`src/hdl/wolf_defs.vh`:
```
/*
 * Constants of the wake-on-LAN receive filter: register indices, field positions,
 * reset values and wake pulse timing.
 * Assumes the includer uses them with 16-bit register fields and a 32-bit bus.
 */
`ifndef WOLF_DEFS_VH
`define WOLF_DEFS_VH

// ****************************************************************
// register indices, byte address is four times the index
// ****************************************************************
`define WOLF_IDX_CFG 12'h134
`define WOLF_IDX_FLAGS 12'h135
`define WOLF_IDX_STA0 12'h136
`define WOLF_IDX_STA1 12'h137
`define WOLF_IDX_STA2 12'h138
`define WOLF_IDX_PW0 12'h139
`define WOLF_IDX_PW1 12'h13A
`define WOLF_IDX_PW2 12'h13B
`define WOLF_IDX_PAT0 12'h13C
`define WOLF_IDX_PAT1 12'h13D
`define WOLF_IDX_PAT2 12'h13E
`define WOLF_IDX_PAT3 12'h13F
`define WOLF_IDX_IRQ_STS 12'h150
`define WOLF_IDX_IRQ_CLR 12'h151
`define WOLF_IDX_IRQ_EN 12'h152

// ****************************************************************
// configuration register fields
// ****************************************************************
`define WOLF_CFG_CLEAR 11
`define WOLF_CFG_LEN_HI 10
`define WOLF_CFG_LEN_LO 9
`define WOLF_CFG_STYLE 8
`define WOLF_CFG_EXT 7
`define WOLF_CFG_PW_EN 5
`define WOLF_CFG_UCAST 4
`define WOLF_CFG_BCAST 2
`define WOLF_CFG_PAT 1
`define WOLF_CFG_MAGIC 0
`define WOLF_CFG_RESET 16'h0004
`define WOLF_CFG_WMASK 16'h07B7

// ****************************************************************
// flag bits, shared by the flag register and the interrupt registers
// ****************************************************************
`define WOLF_FLG_SFD 7
`define WOLF_FLG_CRC 6
`define WOLF_FLG_HACK 5
`define WOLF_FLG_UCAST 4
`define WOLF_FLG_BCAST 2
`define WOLF_FLG_PAT 1
`define WOLF_FLG_MAGIC 0

// ****************************************************************
// timing: wake pulse lengths are given in periods of the 125 MHz clock
// ****************************************************************
`define WOLF_FAST_PERIOD_NS 8
`define WOLF_MCLK_PERIOD_NS 40
`define WOLF_LEN0_FAST 8
`define WOLF_LEN1_FAST 16
`define WOLF_LEN2_FAST 32
`define WOLF_LEN3_FAST 64

`endif

```
`src/hdl/wolf_pulse.v`:
```
/*
 * Wake output shaper: turns a one-cycle wake event into a pulse or a held level.
 * Assumes MCLK at 25 MHz; pulse lengths in fast-clock periods are rounded up.
 */
`timescale 1ns/1ns
`default_nettype none
`include "wolf_defs.vh"

module wolf_pulse (
    input wire clk,
    input wire rst_n,
    input wire fire,
    input wire level_style,
    input wire clear,
    input wire [1:0] len_sel,
    output reg wake_r
);

    reg [3:0] cnt_r;

    // ****************************************************************
    // length in fast periods converted to MCLK cycles, rounded up
    // ****************************************************************
    function [3:0] len_cycles;
        input [1:0] sel;
        reg [31:0] fast;
        reg [31:0] cyc;
        begin
            case (sel)
                2'h0: fast = `WOLF_LEN0_FAST;
                2'h1: fast = `WOLF_LEN1_FAST;
                2'h2: fast = `WOLF_LEN2_FAST;
                default: fast = `WOLF_LEN3_FAST;
            endcase
            cyc = (fast * `WOLF_FAST_PERIOD_NS + `WOLF_MCLK_PERIOD_NS - 1)
                / `WOLF_MCLK_PERIOD_NS;
            len_cycles = cyc[3:0]; // longest pulse is 13 cycles, fits four bits
        end
    endfunction

    // pulse counts down, level holds until cleared; a new event wins over clear
    always @(posedge clk or negedge rst_n) begin
        if (!rst_n) begin
            wake_r <= 1'b0;
            cnt_r <= 4'h0;
        end else if (fire) begin
            wake_r <= 1'b1; // [RL12]
            cnt_r <= len_cycles(len_sel); // [RL2]
        end else if (level_style) begin
            cnt_r <= 4'h0;
            if (clear) begin
                wake_r <= 1'b0; // [RL1]
            end
        end else if (cnt_r > 4'h1) begin
            cnt_r <= cnt_r - 4'h1; // [RL3]
        end else begin
            cnt_r <= 4'h0;
            wake_r <= 1'b0; // [RL2]
        end
    end

endmodule // wolf_pulse

`default_nettype wire

```
`src/hdl/wolf_filter.v`:
```
/*
 * Wake-on-LAN receive filter with AHB-Lite register slave.
 * Assumes the receive byte stream and frame strobes come from logic on MCLK.
 * Station, password and pattern bytes are packed with byte 0 in the low bits.
 * Flags, irq status and irq enable share one bit layout.
 */
// What this block does
// [RL1] Writing one to config bit 11 drops a held wake level; bit self-clears.
// [RL2] Pulse length field picks 8, 16, 32 or 64 fast-clock periods.
// [RL3] Style bit 8: one holds a level, zero gives one timed pulse.
// [RL4] Bit 7 enables wake detection, CRC checking and frame indications.
// [RL5] Bit 5 makes magic packets need the matching password.
// [RL6] Bit 4 lets valid unicast frames raise an interrupt.
// [RL7] Bit 2 lets valid broadcast frames raise an interrupt; resets to one.
// [RL8] Bit 1 lets frames matching the byte pattern raise an interrupt.
// [RL9] Bit 0 lets valid magic packets raise an interrupt.
// [RL10] Flag register latches each receive event and clears when read.
// [RL11] 48-bit password over three registers; with bit 5 set, a mismatch sets the hack flag.
// [RL12] Any enabled event, with bit 7 set, drives the wake output.
`timescale 1ns/1ns
`default_nettype none
`include "wolf_defs.vh"

module wolf_filter (
    input wire MCLK,
    input wire RST_N,
    input wire HSEL,
    input wire [31:0] HADDR,
    input wire [1:0] HTRANS,
    input wire HWRITE,
    input wire [2:0] HSIZE,
    input wire [31:0] HWDATA,
    input wire HREADY,
    output reg [31:0] HRDATA,
    output reg HREADYOUT,
    output reg HRESP,
    input wire RX_SOF,
    input wire RX_BYTE_VALID,
    input wire [7:0] RX_BYTE,
    input wire RX_EOF,
    input wire RX_CRC_OK,
    input wire RX_FRAME_START_ERROR_FLAG,
    output reg IRQ,
    output wire WAKE
);

    // register file, bus capture and parser state
    reg [15:0] cfg_r;
    reg [7:0] flags_r;
    reg [47:0] sta_r;
    reg [47:0] pw_r;
    reg [63:0] pat_r;
    reg [7:0] irq_sts_r;
    reg [7:0] irq_en_r;
    reg wr_pend_r;
    reg rd_pend_r;
    reg [11:0] idx_r;
    reg [3:0] bc_r;
    reg ucast_ok_r;
    reg bcast_ok_r;
    reg pat_ok_r;
    reg [2:0] ff_cnt_r;
    reg [2:0] mg_idx_r;
    reg [3:0] mg_rep_r;
    reg mg_hit_r;
    reg [2:0] pw_idx_r;
    reg pw_ok_r;
    reg clear_r;
    // extended enable and address phase decode
    wire ext = cfg_r[`WOLF_CFG_EXT];
    wire addr_take = HSEL && HREADY && HTRANS[1];
    wire [11:0] addr_idx = HADDR[13:2];
    wire rd_flags = rd_pend_r && (idx_r == `WOLF_IDX_FLAGS);

    // ****************************************************************
    // byte pick from a packed vector, byte 0 in the low bits
    // ****************************************************************
    function [7:0] byte_of;
        input [63:0] v;
        input [2:0] i;
        begin
            byte_of = v[i * 8 +: 8];
        end
    endfunction

    // ****************************************************************
    // frame parser
    // ****************************************************************
    // magic sequence compares against the station byte at mg_idx_r
    wire [7:0] sta_b = byte_of({16'h0000, sta_r}, mg_idx_r);
    wire rx_b = ext && RX_BYTE_VALID; // [RL4]

    // destination, pattern and magic sequence checks per received byte
    always @(posedge MCLK or negedge RST_N) begin
        if (!RST_N) begin
            bc_r <= 4'h0;
            ucast_ok_r <= 1'b0;
            bcast_ok_r <= 1'b0;
            pat_ok_r <= 1'b0;
            ff_cnt_r <= 3'h0;
            mg_idx_r <= 3'h0;
            mg_rep_r <= 4'h0;
            mg_hit_r <= 1'b0;
            pw_idx_r <= 3'h0;
            pw_ok_r <= 1'b0;
        end else if (RX_SOF) begin
            bc_r <= 4'h0;
            ucast_ok_r <= 1'b1;
            bcast_ok_r <= 1'b1;
            pat_ok_r <= 1'b1;
            ff_cnt_r <= 3'h0;
            mg_idx_r <= 3'h0;
            mg_rep_r <= 4'h0;
            mg_hit_r <= 1'b0;
            pw_idx_r <= 3'h0;
            pw_ok_r <= 1'b1;
        end else if (rx_b) begin
            if (bc_r != 4'hF) begin
                bc_r <= bc_r + 4'h1;
            end
            if (bc_r < 4'h6) begin
                ucast_ok_r <= ucast_ok_r && (RX_BYTE == byte_of({16'h0000, sta_r}, bc_r[2:0]));
                bcast_ok_r <= bcast_ok_r && (RX_BYTE == 8'hFF);
            end
            if (bc_r < 4'h8) begin
                pat_ok_r <= pat_ok_r && (RX_BYTE == byte_of(pat_r, bc_r[2:0])); // [RL8]
            end
            if (mg_hit_r) begin
                if (pw_idx_r < 3'h6) begin
                    pw_idx_r <= pw_idx_r + 3'h1;
                    pw_ok_r <= pw_ok_r && (RX_BYTE == byte_of({16'h0000, pw_r}, pw_idx_r));
                end
            end else if (ff_cnt_r < 3'h6) begin
                ff_cnt_r <= (RX_BYTE == 8'hFF) ? ff_cnt_r + 3'h1 : 3'h0;
            end else if (RX_BYTE == sta_b) begin
                if (mg_idx_r == 3'h5) begin
                    mg_idx_r <= 3'h0;
                    mg_rep_r <= mg_rep_r + 4'h1;
                    if (mg_rep_r == 4'hF) begin
                        mg_hit_r <= 1'b1; // [RL9]
                    end
                end else begin
                    mg_idx_r <= mg_idx_r + 3'h1;
                end
            end else if (!(RX_BYTE == 8'hFF && mg_idx_r == 3'h0 && mg_rep_r == 4'h0)) begin
                ff_cnt_r <= (RX_BYTE == 8'hFF) ? 3'h1 : 3'h0;
                mg_idx_r <= 3'h0;
                mg_rep_r <= 4'h0;
            end
        end
    end

    // ****************************************************************
    // end-of-frame decisions
    // ****************************************************************
    // frame verdicts, valid only in the cycle of RX_EOF, except ev_sfd which follows RX_FRAME_START_ERROR_FLAG
    wire eof = ext && RX_EOF; // [RL4]
    wire good = eof && RX_CRC_OK;
    wire pw_match = (pw_idx_r == 3'h6) && pw_ok_r;
    wire pw_need = cfg_r[`WOLF_CFG_PW_EN];
    wire ev_magic = good && mg_hit_r && (!pw_need || pw_match); // [RL5]
    wire ev_hack = good && mg_hit_r && pw_need && !pw_match; // [RL11]
    wire ev_pat = good && pat_ok_r && (bc_r >= 4'h8);
    wire ev_bcast = good && bcast_ok_r && (bc_r >= 4'h6);
    wire ev_ucast = good && ucast_ok_r && !bcast_ok_r && (bc_r >= 4'h6);
    wire ev_crc = eof && !RX_CRC_OK; // [RL4]
    wire ev_sfd = ext && RX_FRAME_START_ERROR_FLAG;
    wire [7:0] ev_all = {ev_sfd, ev_crc, ev_hack, ev_ucast, 1'b0, ev_bcast, ev_pat, ev_magic};
    // interrupt events: wake events gated by their enables, errors always
    wire [7:0] ev_irq = {ev_sfd, ev_crc, ev_hack,
        ev_ucast && cfg_r[`WOLF_CFG_UCAST], // [RL6]
        1'b0,
        ev_bcast && cfg_r[`WOLF_CFG_BCAST], // [RL7]
        ev_pat && cfg_r[`WOLF_CFG_PAT], // [RL8]
        ev_magic && cfg_r[`WOLF_CFG_MAGIC]}; // [RL9]
    wire wake_fire = |ev_irq[4:0]; // [RL12]

    // ****************************************************************
    // AHB-Lite slave: writes complete with no wait, reads take one wait
    // ****************************************************************
    // address phase capture; a read holds ready low for one cycle
    always @(posedge MCLK or negedge RST_N) begin
        if (!RST_N) begin
            wr_pend_r <= 1'b0;
            rd_pend_r <= 1'b0;
            idx_r <= 12'h000;
            HREADYOUT <= 1'b1;
            HRESP <= 1'b0;
        end else begin
            HRESP <= 1'b0;
            if (rd_pend_r) begin
                rd_pend_r <= 1'b0;
                HREADYOUT <= 1'b1;
            end else begin
                wr_pend_r <= addr_take && HWRITE;
                rd_pend_r <= addr_take && !HWRITE;
                HREADYOUT <= !(addr_take && !HWRITE);
                if (addr_take) begin
                    idx_r <= addr_idx;
                end
            end
        end
    end

    // read data selected in the wait cycle so a preceding write is seen
    always @(posedge MCLK or negedge RST_N) begin
        if (!RST_N) begin
            HRDATA <= 32'h00000000;
        end else if (rd_pend_r) begin
            case (idx_r)
                `WOLF_IDX_CFG: HRDATA <= {16'h0000, cfg_r};
                `WOLF_IDX_FLAGS: HRDATA <= {24'h000000, flags_r};
                `WOLF_IDX_STA0: HRDATA <= {16'h0000, sta_r[15:0]};
                `WOLF_IDX_STA1: HRDATA <= {16'h0000, sta_r[31:16]};
                `WOLF_IDX_STA2: HRDATA <= {16'h0000, sta_r[47:32]};
                `WOLF_IDX_PW0: HRDATA <= {16'h0000, pw_r[15:0]};
                `WOLF_IDX_PW1: HRDATA <= {16'h0000, pw_r[31:16]};
                `WOLF_IDX_PW2: HRDATA <= {16'h0000, pw_r[47:32]};
                `WOLF_IDX_PAT0: HRDATA <= {16'h0000, pat_r[15:0]};
                `WOLF_IDX_PAT1: HRDATA <= {16'h0000, pat_r[31:16]};
                `WOLF_IDX_PAT2: HRDATA <= {16'h0000, pat_r[47:32]};
                `WOLF_IDX_PAT3: HRDATA <= {16'h0000, pat_r[63:48]};
                `WOLF_IDX_IRQ_STS: HRDATA <= {24'h000000, irq_sts_r};
                `WOLF_IDX_IRQ_EN: HRDATA <= {24'h000000, irq_en_r};
                default: HRDATA <= 32'h00000000;
            endcase
        end
    end

    // ****************************************************************
    // register writes
    // ****************************************************************
    wire wr_cfg = wr_pend_r && (idx_r == `WOLF_IDX_CFG);

    // config, address, password and pattern storage
    always @(posedge MCLK or negedge RST_N) begin
        if (!RST_N) begin
            cfg_r <= `WOLF_CFG_RESET; // [RL7]
            sta_r <= 48'h000000000000;
            pw_r <= 48'h000000000000;
            pat_r <= 64'h0000000000000000;
            irq_en_r <= 8'h00;
            clear_r <= 1'b0;
        end else begin
            // clear bit reads back zero, only a one-cycle pulse is kept
            clear_r <= wr_cfg && HWDATA[`WOLF_CFG_CLEAR] && cfg_r[`WOLF_CFG_STYLE]; // [RL1]
            if (wr_cfg) begin
                cfg_r <= HWDATA[15:0] & `WOLF_CFG_WMASK;
            end
            if (wr_pend_r) begin
                case (idx_r)
                    `WOLF_IDX_STA0: sta_r[15:0] <= HWDATA[15:0];
                    `WOLF_IDX_STA1: sta_r[31:16] <= HWDATA[15:0];
                    `WOLF_IDX_STA2: sta_r[47:32] <= HWDATA[15:0];
                    `WOLF_IDX_PW0: pw_r[15:0] <= HWDATA[15:0]; // [RL11]
                    `WOLF_IDX_PW1: pw_r[31:16] <= HWDATA[15:0]; // [RL11]
                    `WOLF_IDX_PW2: pw_r[47:32] <= HWDATA[15:0]; // [RL11]
                    `WOLF_IDX_PAT0: pat_r[15:0] <= HWDATA[15:0];
                    `WOLF_IDX_PAT1: pat_r[31:16] <= HWDATA[15:0];
                    `WOLF_IDX_PAT2: pat_r[47:32] <= HWDATA[15:0];
                    `WOLF_IDX_PAT3: pat_r[63:48] <= HWDATA[15:0];
                    `WOLF_IDX_IRQ_EN: irq_en_r <= HWDATA[7:0] & 8'hF7;
                    default: ;
                endcase
            end
        end
    end

    // ****************************************************************
    // flags and interrupt; a new event wins over a clear
    // ****************************************************************
    wire wr_iclr = wr_pend_r && (idx_r == `WOLF_IDX_IRQ_CLR);

    // sticky flags and irq status, irq level registered
    always @(posedge MCLK or negedge RST_N) begin
        if (!RST_N) begin
            flags_r <= 8'h00;
            irq_sts_r <= 8'h00;
            IRQ <= 1'b0;
        end else begin
            flags_r <= (rd_flags ? 8'h00 : flags_r) | ev_all; // [RL10]
            irq_sts_r <= (irq_sts_r & ~(wr_iclr ? HWDATA[7:0] : 8'h00)) | ev_irq;
            IRQ <= |(irq_sts_r & irq_en_r);
        end
    end

    // ****************************************************************
    // wake output shaping
    // ****************************************************************
    wolf_pulse u_pulse (
        .clk(MCLK),
        .rst_n(RST_N),
        .fire(wake_fire),
        .level_style(cfg_r[`WOLF_CFG_STYLE]), // [RL3]
        .clear(clear_r),
        .len_sel(cfg_r[`WOLF_CFG_LEN_HI:`WOLF_CFG_LEN_LO]),
        .wake_r(WAKE)
    );

endmodule // wolf_filter

`default_nettype wire

```
`config.mk`:
```
export PLATFORM = sky130hd
export DESIGN_NAME = wolf_filter
export DESIGN_NICKNAME = d
export VERILOG_FILES = /design/src/hdl/wolf_pulse.v /design/src/hdl/wolf_filter.v
export VERILOG_INCLUDE_DIRS = /design/src /design/src/hdl
export SDC_FILE = /design/constraint.sdc
export NUM_CORES = 1
export LEC_CHECK = 0
export BUFFER_PORTS_ARGS = -buffer_cell sky130_fd_sc_hd__buf_2
export CAP_MARGIN = 20
export CORE_AREA = 4 4 206 208
export CTS_BUF_LIST = sky130_fd_sc_hd__clkbuf_4
export CTS_CLUSTER_DIAMETER = 60
export DETAILED_ROUTE_END_ITERATION = 8
export DIE_AREA = 0 0 210 212
export PLACE_DENSITY = 0.6
export SKIP_CTS_REPAIR_TIMING = 1
export SLEW_MARGIN = 40
export SYNTH_ARGS = -nofsm -noshare
export SYNTH_HDL_FRONTEND = slang
export SYNTH_SLANG_ARGS = --single-unit
export TNS_END_PERCENT = 100
```
`constraint.sdc`:
```
create_clock -name MCLK -period 2.6 [get_ports MCLK]
set_clock_uncertainty 0.1 [all_clocks]
set_input_delay 0.52 -clock MCLK [delete_from_list [all_inputs] [get_ports MCLK]]
set_output_delay 0.52 -clock MCLK [all_outputs]
set_load 0.01 [all_outputs]
```
==> flow_summary.ini, run 1 <==
[synthesis]
synth_top_area_cell = dfrtp_1
synthTopCellsByCount = 249 x dfrtp_1, 152 x mux2_2, 60 x nand2_1
synth_most_common_cell = dfrtp_1
ys_warn_count = 0
syn_area_um2 = 14030
synth_area_leaders = dfrtp_1 44%, mux2_2 12%, mux4_2 5.1%, mux2i_1 4.2%, mux2_1 2.2%
netlist_instances = 1210
async_flop_share_pct = 100.0
syn-mean-instance-area_um2 = 11.59
synth_edf_count = 0
synth-seq-cells = 251
yosys.area.top_type_share_pct = 44.42
ys_types = 77
seq_area_frac_synth_pct = 44.80
ys.flop_type = dfrtp_1

[placed_design]
place_hpwl_um = 34300
portBuffers = 65
place_ws_ps = -108.6
gp_congestion = 0.9410

[cts]
cts_tree = built
cts-buffers-inserted = 74
clockBufferDepth = 3
ctsHtreeMaxLevel = 3
ctsRootBufferMaster = clkbuf_4
cts.sinks = 251
worstSkewPairLatency_ps = 710
clk_transition_reported_paths_ps = 60

[sta]
relSlewSlack_pct = 50.38
final-hold-violation-count = 0
finalSetupViolations = 0
fin_ws_ps = 27.78
final_max_slew_viol_count = 0
worstMarginPinSlew_ps = 740.4
min_period_ps = 2572
post-route-period-util_pct = 98.93
fmax_mhz = 388.8

[power_and_ir_drop]
leakagePower_nw = 7.095
peakVddDrop_mv = 0.4056
powerDensity_nw_per_um2 = 574.6
clkPwrFrac_pct = 39.5
finalPower_mw = 9.668
power.switching_mw = 2.811
pwr-share-comb_pct = 15.7
seq_power_share_pct = 44.8
switching_share_pct = 29.08
internal_power_mw = 6.857

[global_routing]
use_met2_pct = 33.10
grt_pass1_vias = 11340
grt_usage_pct = 20.84
busiest_layer = met2
antenna_found_initial = 1
grt_max_degree = 67
grtUsageMet3_pct = 4.294
grt_pass1_wl_um = 71000
gr-usage-met1_pct = 27.72
grt.overflow.total = 0

[floorplanning]
die_h_um = 212
start_util_pct = 34.59
ios = 123
dieArea_um2 = 44520
die-width_um = 210
core_um2 = 40550
placementRows = 74

[setup_path]
reg2reg_to = HRDATA[5]$_DFFE_PN0P_
reg2reg_slack_ps = 30
setup.worst_path.end_class = flip-flop
worst-path-max-fanout = 28
worstSetupPathType = flip-flop to flip-flop
worst_ep_arrival_time_ps = 3020
r2r-start = idx_r[4]$_DFFE_PN0P_
cp.required_ps = 3050
rr_worst_depth = 8
cp-start-kind = flip-flop

[routing]
first_pass_iters = 6
routed_wl_um = 47590
routedWlPerCell_um = 24.18
first_iter_violations = 1283
drc = 0
vias = 11200
via_per_inst = 5.690
ant_nets = 0

[flow_run]
cap_violations = 0

[worst_hold_path]
min_to = irq_sts_r[7]$_DFF_PN0_
hold_path_class = primary input to flip-flop
hold_path.startpoint = RX_FRAME_START_ERROR_FLAG
holdPathStages = 2

[cells_and_area]
area_delta_synth_final_pct = 19.94
nNetsFinal = 1488
final_util_pct = 41.49
register_area_um2 = 6289
drive_above_1_share_pct = 36.96
n_fill_cell = 3904
multi_input_area_um2 = 7194

[run_status]
status = completed
placed cells by master (no fill, tap or decap), drive strengths merged, types with 4 or more instances in the layout:
cell type | netlist | routed
dfrtp | 249 | 249
mux2 | 189 | 189
buf | 64 | 179
clkbuf | 49 | 108
nand2 | 69 | 69
mux2i | 59 | 59
nor2 | 53 | 53
a21oi | 34 | 34
a22oi | 33 | 33
o22ai | 32 | 32
mux4 | 32 | 32
nor3 | 32 | 32
o21ai | 29 | 29
nand3 | 28 | 28
xor2 | 26 | 26
inv | 24 | 25
xnor2 | 18 | 18
ha | 17 | 17
conb | 1 | 17
clkinv | 2 | 17
a31oi | 16 | 16
and3 | 16 | 16
dlygate4sd3 | 0 | 15
a221oi | 12 | 12
a222oi | 11 | 11
nand4 | 9 | 9
o21a | 9 | 9
a211oi | 8 | 8
a2bb2oi | 8 | 8
nand2b | 7 | 7
a21o | 7 | 7
a22o | 7 | 7
o31ai | 6 | 6
nor4 | 6 | 6
a2111oi | 4 | 4
per-layer routing:
metal  share of wire [%]  wire length [um]  vias to the layer above
met5                   0                 0                        -
met4                 4.2              1994                        0
met3                 7.8              3704                      125
met2                  46             22120                      531
met1                  42             19770                     5669
li1                    -                 -                     4873
logic make-up after synthesis:
kind of cell | Yosys count | share of synthesized area, %
flops | 251 | 44.80
buf+inv | 139 | 4.897
xor+xnor | 44 | 2.747
other cells | 1 | 0.02673
simple gates | 242 | 9.509
mux | 280 | 24.79
compound gates | 236 | 11.72
fa+ha+maj | 17 | 1.516
power groups by stage:
| stage | Combinational (mW) | Sequential (mW) | Clock [mW] |
|---|---|---|---|
| 6_report | 1.52 | 4.33 | 3.82 |
| 5_1_grt | 1.62 | 4.35 | 4.15 |
| 4_1_cts | 1.48 | 4.32 | 3.91 |
| 3_5_place_dp | 1.48 | 4.39 | 0 |
| 3_3_place_gp | 1.46 | 4.38 | 0 |
| 2_1_floorplan | 0.884 | 4.31 | 0 |
layout make-up:
| cell class | count | area share [%] |
|---|---|---|
| Antenna cell | 2 | 0.02975 |
| Multi-Input combinational cell | 836 | 42.76 |
| Inverter | 26 | 0.5801 |
| Tap cell | 532 | 3.956 |
| Clock buffer | 107 | 4.774 |
| Clock inverter | 19 | 0.7660 |
| Timing Repair Buffer | 195 | 9.757 |
| Sequential cell | 251 | 37.38 |
state kept, by name, summed over array words and instances, names as in the netlist, 3 cells and up:
register and flops:
idx_r 12, irq_sts_r 8, sta_r 48, pat_r 64
irq_en_r 7, bc_r 4, flags_r 7, cfg_r 9
pw_r 48, pw_idx_r 3, ff_cnt_r 3, HRDATA 16
mg_idx_r 3, mg_rep_r 4, u_pulse.cnt_r 4
worst max path at each step:
stage                    startpoint                    end  slack [ps]
2_1_floorplan  idx_r[9]$_DFFE_PN0P_   pw_r[22]$_DFFE_PN0P_         330
3_3_place_gp   idx_r[9]$_DFFE_PN0P_   pw_r[42]$_DFFE_PN0P_         -80
3_5_place_dp   idx_r[9]$_DFFE_PN0P_   pw_r[40]$_DFFE_PN0P_        -110
4_1_cts        idx_r[9]$_DFFE_PN0P_   pw_r[41]$_DFFE_PN0P_        -160
5_1_grt        idx_r[4]$_DFFE_PN0P_  HRDATA[5]$_DFFE_PN0P_         -90
6_report       idx_r[4]$_DFFE_PN0P_  HRDATA[5]$_DFFE_PN0P_          30
critical path, stage by stage, from the launching register on:
cell	delay, ps
dfrtp_1	400
and4bb_2	280
and3b_1	220
buf_12	170
a222oi_1	340
a21oi_1	150
a2111oi_1	500
buf_4	200
a21oi_1	60
metrics by stage:
| step | hold slack (ps) | cell area, um2 | TNS (ps) | cells |
|---|---|---|---|---|
| after detailed placement | 370.0 | 15550 | -1567 | 1816 |
| after global routing | 2.673 | 16820 | -178.0 | 1968 |
| final | 10.50 | 16820 | 0 | 1968 |
| after CTS | -350.6 | 16490 | -2408 | 1942 |
| after global placement | 359.3 | 15550 | -1116 | 1816 |
| after floorplan | 124.4 | 14090 | 0 | 1226 |
No activity file was read; power rests on OpenSTA's default activity.
==> run 2: changes to the inputs <==
--- a/config.mk
+++ b/config.mk
@@ -13,6 +13,7 @@
 export CTS_CLUSTER_DIAMETER = 60
 export DETAILED_ROUTE_END_ITERATION = 8
 export DIE_AREA = 0 0 210 212
+export HOLD_SLACK_MARGIN = 0.05
 export PLACE_DENSITY = 0.6
 export SKIP_CTS_REPAIR_TIMING = 1
 export SLEW_MARGIN = 40
==> run 2 against run 1 <==
Sequential share of layout area fell by 0.089 points. Register-to-register slack barely moved. Non-clock buffer count grew 4. Count of clock-buffer cells in the layout is the same. Flip-flop and latch count did not move. Highest routed layer unchanged. Cell count rose by 0.20%. Die area did not move. Worst hold slack better by 100 ps. Setup slack worse by 2.4 ps.
==> flow_summary.ini, run 2 (synthesis gave the netlist of run 1 again) <==
[routing]
vias = 11210
routedWlPerCell_um = 24.06
routed_wl_um = 47450
first_pass_iters = 7
ant_nets = 0
first_iter_violations = 1264
via_per_inst = 5.682
drc = 0

[cells_and_area]
area_delta_synth_final_pct = 20.23
register_area_um2 = 6289
reg.largest.list = pat_r: 64 flops, pw_r: 48 flops, sta_r: 48 flops
most-common-layout-cells = 245 x dfrtp_1, 152 x mux2_2, 107 x clkbuf_4, 92 x buf_4, 64 x buf_2
drive_above_1_share_pct = 36.86
n_fill_cell = 3900
design_area_um2 = 16860
largest_reg_flops = 64
multi_input_area_um2 = 7194
final_util_pct = 41.59
layout_commonest_cell = dfrtp_1
nNetsFinal = 1492
largest_register = pat_r

[sta]
fmax_mhz = 388.4
final_max_slew_viol_count = 0
relSlewSlack_pct = 50.52
post-route-period-util_pct = 99.02
min_period_ps = 2575
final-hold-violation-count = 0
worstMarginPinSlew_ps = 738.3
finalSetupViolations = 0

[power_and_ir_drop]
switching_share_pct = 28.99
clkPwrFrac_pct = 39.4
power.switching_mw = 2.801
internal_power_mw = 6.861
powerDensity_nw_per_um2 = 572.9
seq_power_share_pct = 44.8
leakagePower_nw = 7.112
peakVddDrop_mv = 0.4063
pwr-share-comb_pct = 15.8

[global_routing]
grt_pass1_wl_um = 71000
antenna_found_initial = 1
gr-usage-met1_pct = 27.72
busiest_layer = met2
grtUsageMet3_pct = 4.294
grt_usage_pct = 20.84
grt.overflow.total = 0
grt_pass1_vias = 11340
use_met2_pct = 33.10
grt_max_degree = 67

[setup_path]
reg2reg_to = HRDATA[5]$_DFFE_PN0P_
rr_worst_depth = 8
cp.required_ps = 3040
reg2reg_slack_ps = 30
cp-start-kind = flip-flop
worstSetupPathType = flip-flop to flip-flop
r2r-start = idx_r[4]$_DFFE_PN0P_
setup.worst_path.end_class = flip-flop
worst-path-max-fanout = 28
worst_ep_arrival_time_ps = 3020

[worst_hold_path]
holdPathStages = 3
hold_path_class = primary input to flip-flop
hold_path.startpoint = HWDATA[8]
min_to = cfg_r[8]$_DFFE_PN0P_

[cts]
clk_transition_reported_paths_ps = 60
ctsRootBufferMaster = clkbuf_4
worstSkewPairLatency_ps = 700
ctsHtreeMaxLevel = 3
cts_tree = built
cts-buffers-inserted = 74
cts.sinks = 251
clockBufferDepth = 3

[placed_design]
place_hpwl_um = 34300
gp_congestion = 0.9410
placed_cell_area_um2 = 15550
portBuffers = 65

[floorplanning]
ios = 123
start_util_pct = 34.59
die_h_um = 212
core_um2 = 40550
dieArea_um2 = 44520
placementRows = 74
die-width_um = 210

[run_status]
status = completed

[flow_run]
cap_violations = 0
-- run 2: changes by cell type in the layout (fill, tap and decap cells not counted), sizes merged --
| cell | before | now |
|---|---|---|
| dlygate4sd3 | 15 | 19 |
-- run 2: final cells by class --
type | instances | area share [%]
Tap cell | 532 | 3.947
Timing Repair Buffer | 199 | 9.971
Multi-Input combinational cell | 836 | 42.66
Clock inverter | 19 | 0.7642
Clock buffer | 107 | 4.763
Sequential cell | 251 | 37.29
Antenna cell | 2 | 0.02968
Inverter | 26 | 0.5787
-- run 2: power groups by stage --
stage          registers (mW)  clock network, mW  logic [mW]
5_1_grt                  4.35               4.15        1.63
6_report                 4.33               3.81        1.53
3_3_place_gp             4.38                  0        1.46
2_1_floorplan            4.31                  0       0.884
3_5_place_dp             4.39                  0        1.48
4_1_cts                  4.32               3.91        1.48
-- run 2: per-stage QoR --
step	power, mW	setup WS [ps]	TNS (ps)	hold slack (ps)	instances
3_3_place_gp	5.845	-77.89	-1116	359.3	1816
5_1_grt	10.12	-91.55	-178.0	127.4	1972
3_5_place_dp	5.871	-108.6	-1567	370.0	1816
2_1_floorplan	5.193	326.1	0	124.4	1226
4_1_cts	9.714	-163.6	-2408	-350.6	1942
6_report	9.662	25.42	0	111.8	1972
-- run 2: layer usage --
metal  part of all wire [%]  wire length (um)
met1                     42             19840
met2                     47             22150
met3                    7.4              3509
met4                    4.1              1950
met5                      0                 0
-- run 2: worst max path at each step --
stage | start | endpoint | slack [ps] | cells past startpoint
floorplan | idx_r[9]$_DFFE_PN0P_ | pw_r[22]$_DFFE_PN0P_ | 330 | 7
global placement | idx_r[9]$_DFFE_PN0P_ | pw_r[42]$_DFFE_PN0P_ | -80 | 6
detailed placement | idx_r[9]$_DFFE_PN0P_ | pw_r[40]$_DFFE_PN0P_ | -110 | 6
CTS | idx_r[9]$_DFFE_PN0P_ | pw_r[41]$_DFFE_PN0P_ | -160 | 6
global route | idx_r[4]$_DFFE_PN0P_ | HRDATA[5]$_DFFE_PN0P_ | -90 | 8
finish | idx_r[4]$_DFFE_PN0P_ | HRDATA[5]$_DFFE_PN0P_ | 30 | 8
-- run 2: worst max-delay path, cell delays in order (launching register included) --
cell	delay [ps]
dfrtp_1	400
and4bb_2	280
and3b_1	220
buf_12	170
a222oi_1	340
a21oi_1	150
a2111oi_1	500
buf_4	200
a21oi_1	60
==> run 3: changes to the inputs <==
--- a/config.mk
+++ b/config.mk
@@ -8,11 +8,11 @@
 export LEC_CHECK = 0
 export BUFFER_PORTS_ARGS = -buffer_cell sky130_fd_sc_hd__buf_2
 export CAP_MARGIN = 20
-export CORE_AREA = 4 4 206 208
+export CORE_AREA = 4 4 289 149
 export CTS_BUF_LIST = sky130_fd_sc_hd__clkbuf_4
 export CTS_CLUSTER_DIAMETER = 60
 export DETAILED_ROUTE_END_ITERATION = 8
-export DIE_AREA = 0 0 210 212
+export DIE_AREA = 0 0 293 153
 export HOLD_SLACK_MARGIN = 0.05
 export PLACE_DENSITY = 0.6
 export SKIP_CTS_REPAIR_TIMING = 1
==> run 3 against run 2 <==
Cell count fell by 1.1%. Critical path type unchanged. Worst hold slack got worse by 22 ps. Combinational power barely moved. First-iteration DRC count fell by 2.4%. Routed wire length fell by 0.46%. Flip-flop and latch count did not move. Register-to-register slack got worse by 20 ps. Die area rose by 0.69%. Cell area fell by 1.4%. Maximum frequency fell by 0.94%. Clock power fell by 6.8%. Sequential power barely moved.
==> flow_summary.ini, run 3 (synthesis gave the netlist of run 1 again) <==
[run_status]
status = completed

[cts]
ctsHtreeMaxLevel = 3
cts-buffers-inserted = 67
cts_tree = built
worstSkewPairLatency_ps = 710
cts.sinks = 251
clockBufferDepth = 3
clk_transition_reported_paths_ps = 60
ctsRootBufferMaster = clkbuf_4

[routing]
ant_nets = 0
routedWlPerCell_um = 24.22
via_per_inst = 5.791
first_pass_iters = 8
wl_met3_um = 5386
first_iter_violations = 1234
top_layer = met4
met1Wirelength_um = 19870
routed_wl_um = 47230
wl_met2_um = 20390
drc = 0
vias = 11290

[sta]
finalSetupViolations = 0
fin_ws_ps = 1.052
worstMarginPinSlew_ps = 792.6
relSlewSlack_pct = 46.88
post-route-period-util_pct = 99.96
rsz0062_at_grt = true
final-hold-violation-count = 0
fmax_mhz = 384.8
final_max_slew_viol_count = 0
min_period_ps = 2599

[power_and_ir_drop]
leakagePower_nw = 7.014
peakVddDrop_mv = 0.2740
powerDensity_nw_per_um2 = 564.5

[cells_and_area]
largest_register = pat_r
n_fill_cell = 3754
largest_reg_flops = 64
nNetsFinal = 1473
reg.largest.list = pat_r: 64 flops, pw_r: 48 flops, sta_r: 48 flops
register_area_um2 = 6286
instances_no_fill = 1950
drive_above_1_share_pct = 36.48
area_delta_synth_final_pct = 18.59
layout_commonest_cell = dfrtp_1
multi_input_area_um2 = 7224
most-common-layout-cells = 247 x dfrtp_1, 152 x mux2_2, 94 x clkbuf_4, 83 x buf_4, 64 x buf_2
design_area_um2 = 16630

[flow_run]
cap_violations = 0

[setup_path]
crit_path_max_incr_delay_ps = 580
cp_cell_sequence = or4b_1, buf_6, or2_4, nor2_4, buf_4, nand3_4, buf_12, mux2_4
critPathTopFamily = simple AND/OR/NAND/NOR gates
worst_ep_arrival_time_ps = 3050
cp-start-kind = flip-flop
crit_buf_inv = 3
worstSetupPathType = flip-flop to flip-flop
slowest_stage = or4b_1
setup.worst_path.end_class = flip-flop
worst-path-max-fanout = 16
cp.required_ps = 3050

[global_routing]
grt_pass1_wl_um = 71720
grt.overflow.total = 0
grt_max_degree = 64
antenna_found_initial = 2
grt_pass1_vias = 11460
grt_usage_pct = 20.75

[floorplanning]
placementRows = 52
start_util_pct = 34.83
core_um2 = 40270
die-width_um = 293
die_h_um = 153
dieArea_um2 = 44830
ios = 123

[placed_design]
place_hpwl_um = 34070
gp_congestion = 0.9656
placed_cell_area_um2 = 15430
place_ws_ps = -209.3
dp_cells = 1810
portBuffers = 65

[worst_hold_path]
hold_path_class = primary input to flip-flop
-- run 3: final timing paths --
kind                                 startpoint               endpoint  slack [ps]  cells after the start
hold reg to reg            pat_ok_r$_DFFE_PN0P_   pat_ok_r$_DFFE_PN0P_         370                      1
setup / recovery           idx_r[9]$_DFFE_PN0P_   pw_r[42]$_DFFE_PN0P_           1                      8
hold / removal                    RX_BYTE_VALID    bc_r[2]$_DFFE_PN0P_          90                      3
max in group asynchronous                 RST_N  pat_r[33]$_DFFE_PN0P_        1340                      3
min in group asynchronous                 RST_N      clear_r$_DFF_PN0_         270                      2
setup reg to reg           idx_r[9]$_DFFE_PN0P_   pw_r[42]$_DFFE_PN0P_           1                      8
-- run 3: worst reg2reg max path, delay by kind of cell, from the launching register on --
family                 cells  cell delay (ps)
DFF                        1              380
and+or+nand+nor            4             1160
buffers and inverters      3              540
muxes                      1              300
-- run 3: layout make-up --
cell class                      count  share of cell area, %
Antenna cell                        1                0.01504
Clock buffer                       94                  4.242
Clock inverter                     15                 0.6619
Inverter                           26                 0.5867
Multi-Input combinational cell    836                  43.43
Sequential cell                   251                  37.79
Tap cell                          540                  4.062
Timing Repair Buffer              187                  9.214
-- run 3: routing by layer --
| metal | track usage [%] | vias up |
|---|---|---|
| met5 | 0 | - |
| met4 | 8.196 | 0 |
| met1 | 28.75 | 5744 |
| li1 | - | 4836 |
| met2 | 30.29 | 610 |
| met3 | 6.452 | 103 |
-- run 3: stage by stage --
step / utilization [%] / TNS [ps] / power, mW / hold slack (ps)
final: 41.30 / 0 / 9.390 / 89.36
after floorplan: - / 0 / 5.193 / 124.4
after global placement: 38.29 / -866.5 / 5.818 / 359.9
after global routing: 41.30 / -181.0 / 9.826 / 88.16
after detailed placement: 38.31 / -332.9 / 5.852 / 361.5
after CTS: 40.34 / -471.3 / 9.413 / -359.7
-- run 3: power breakdown --
group          switching, mW  total, mW  internal (mW)
combinational          0.851       1.52          0.671
clock                   1.69       3.55           1.85
sequential             0.216       4.32           4.11
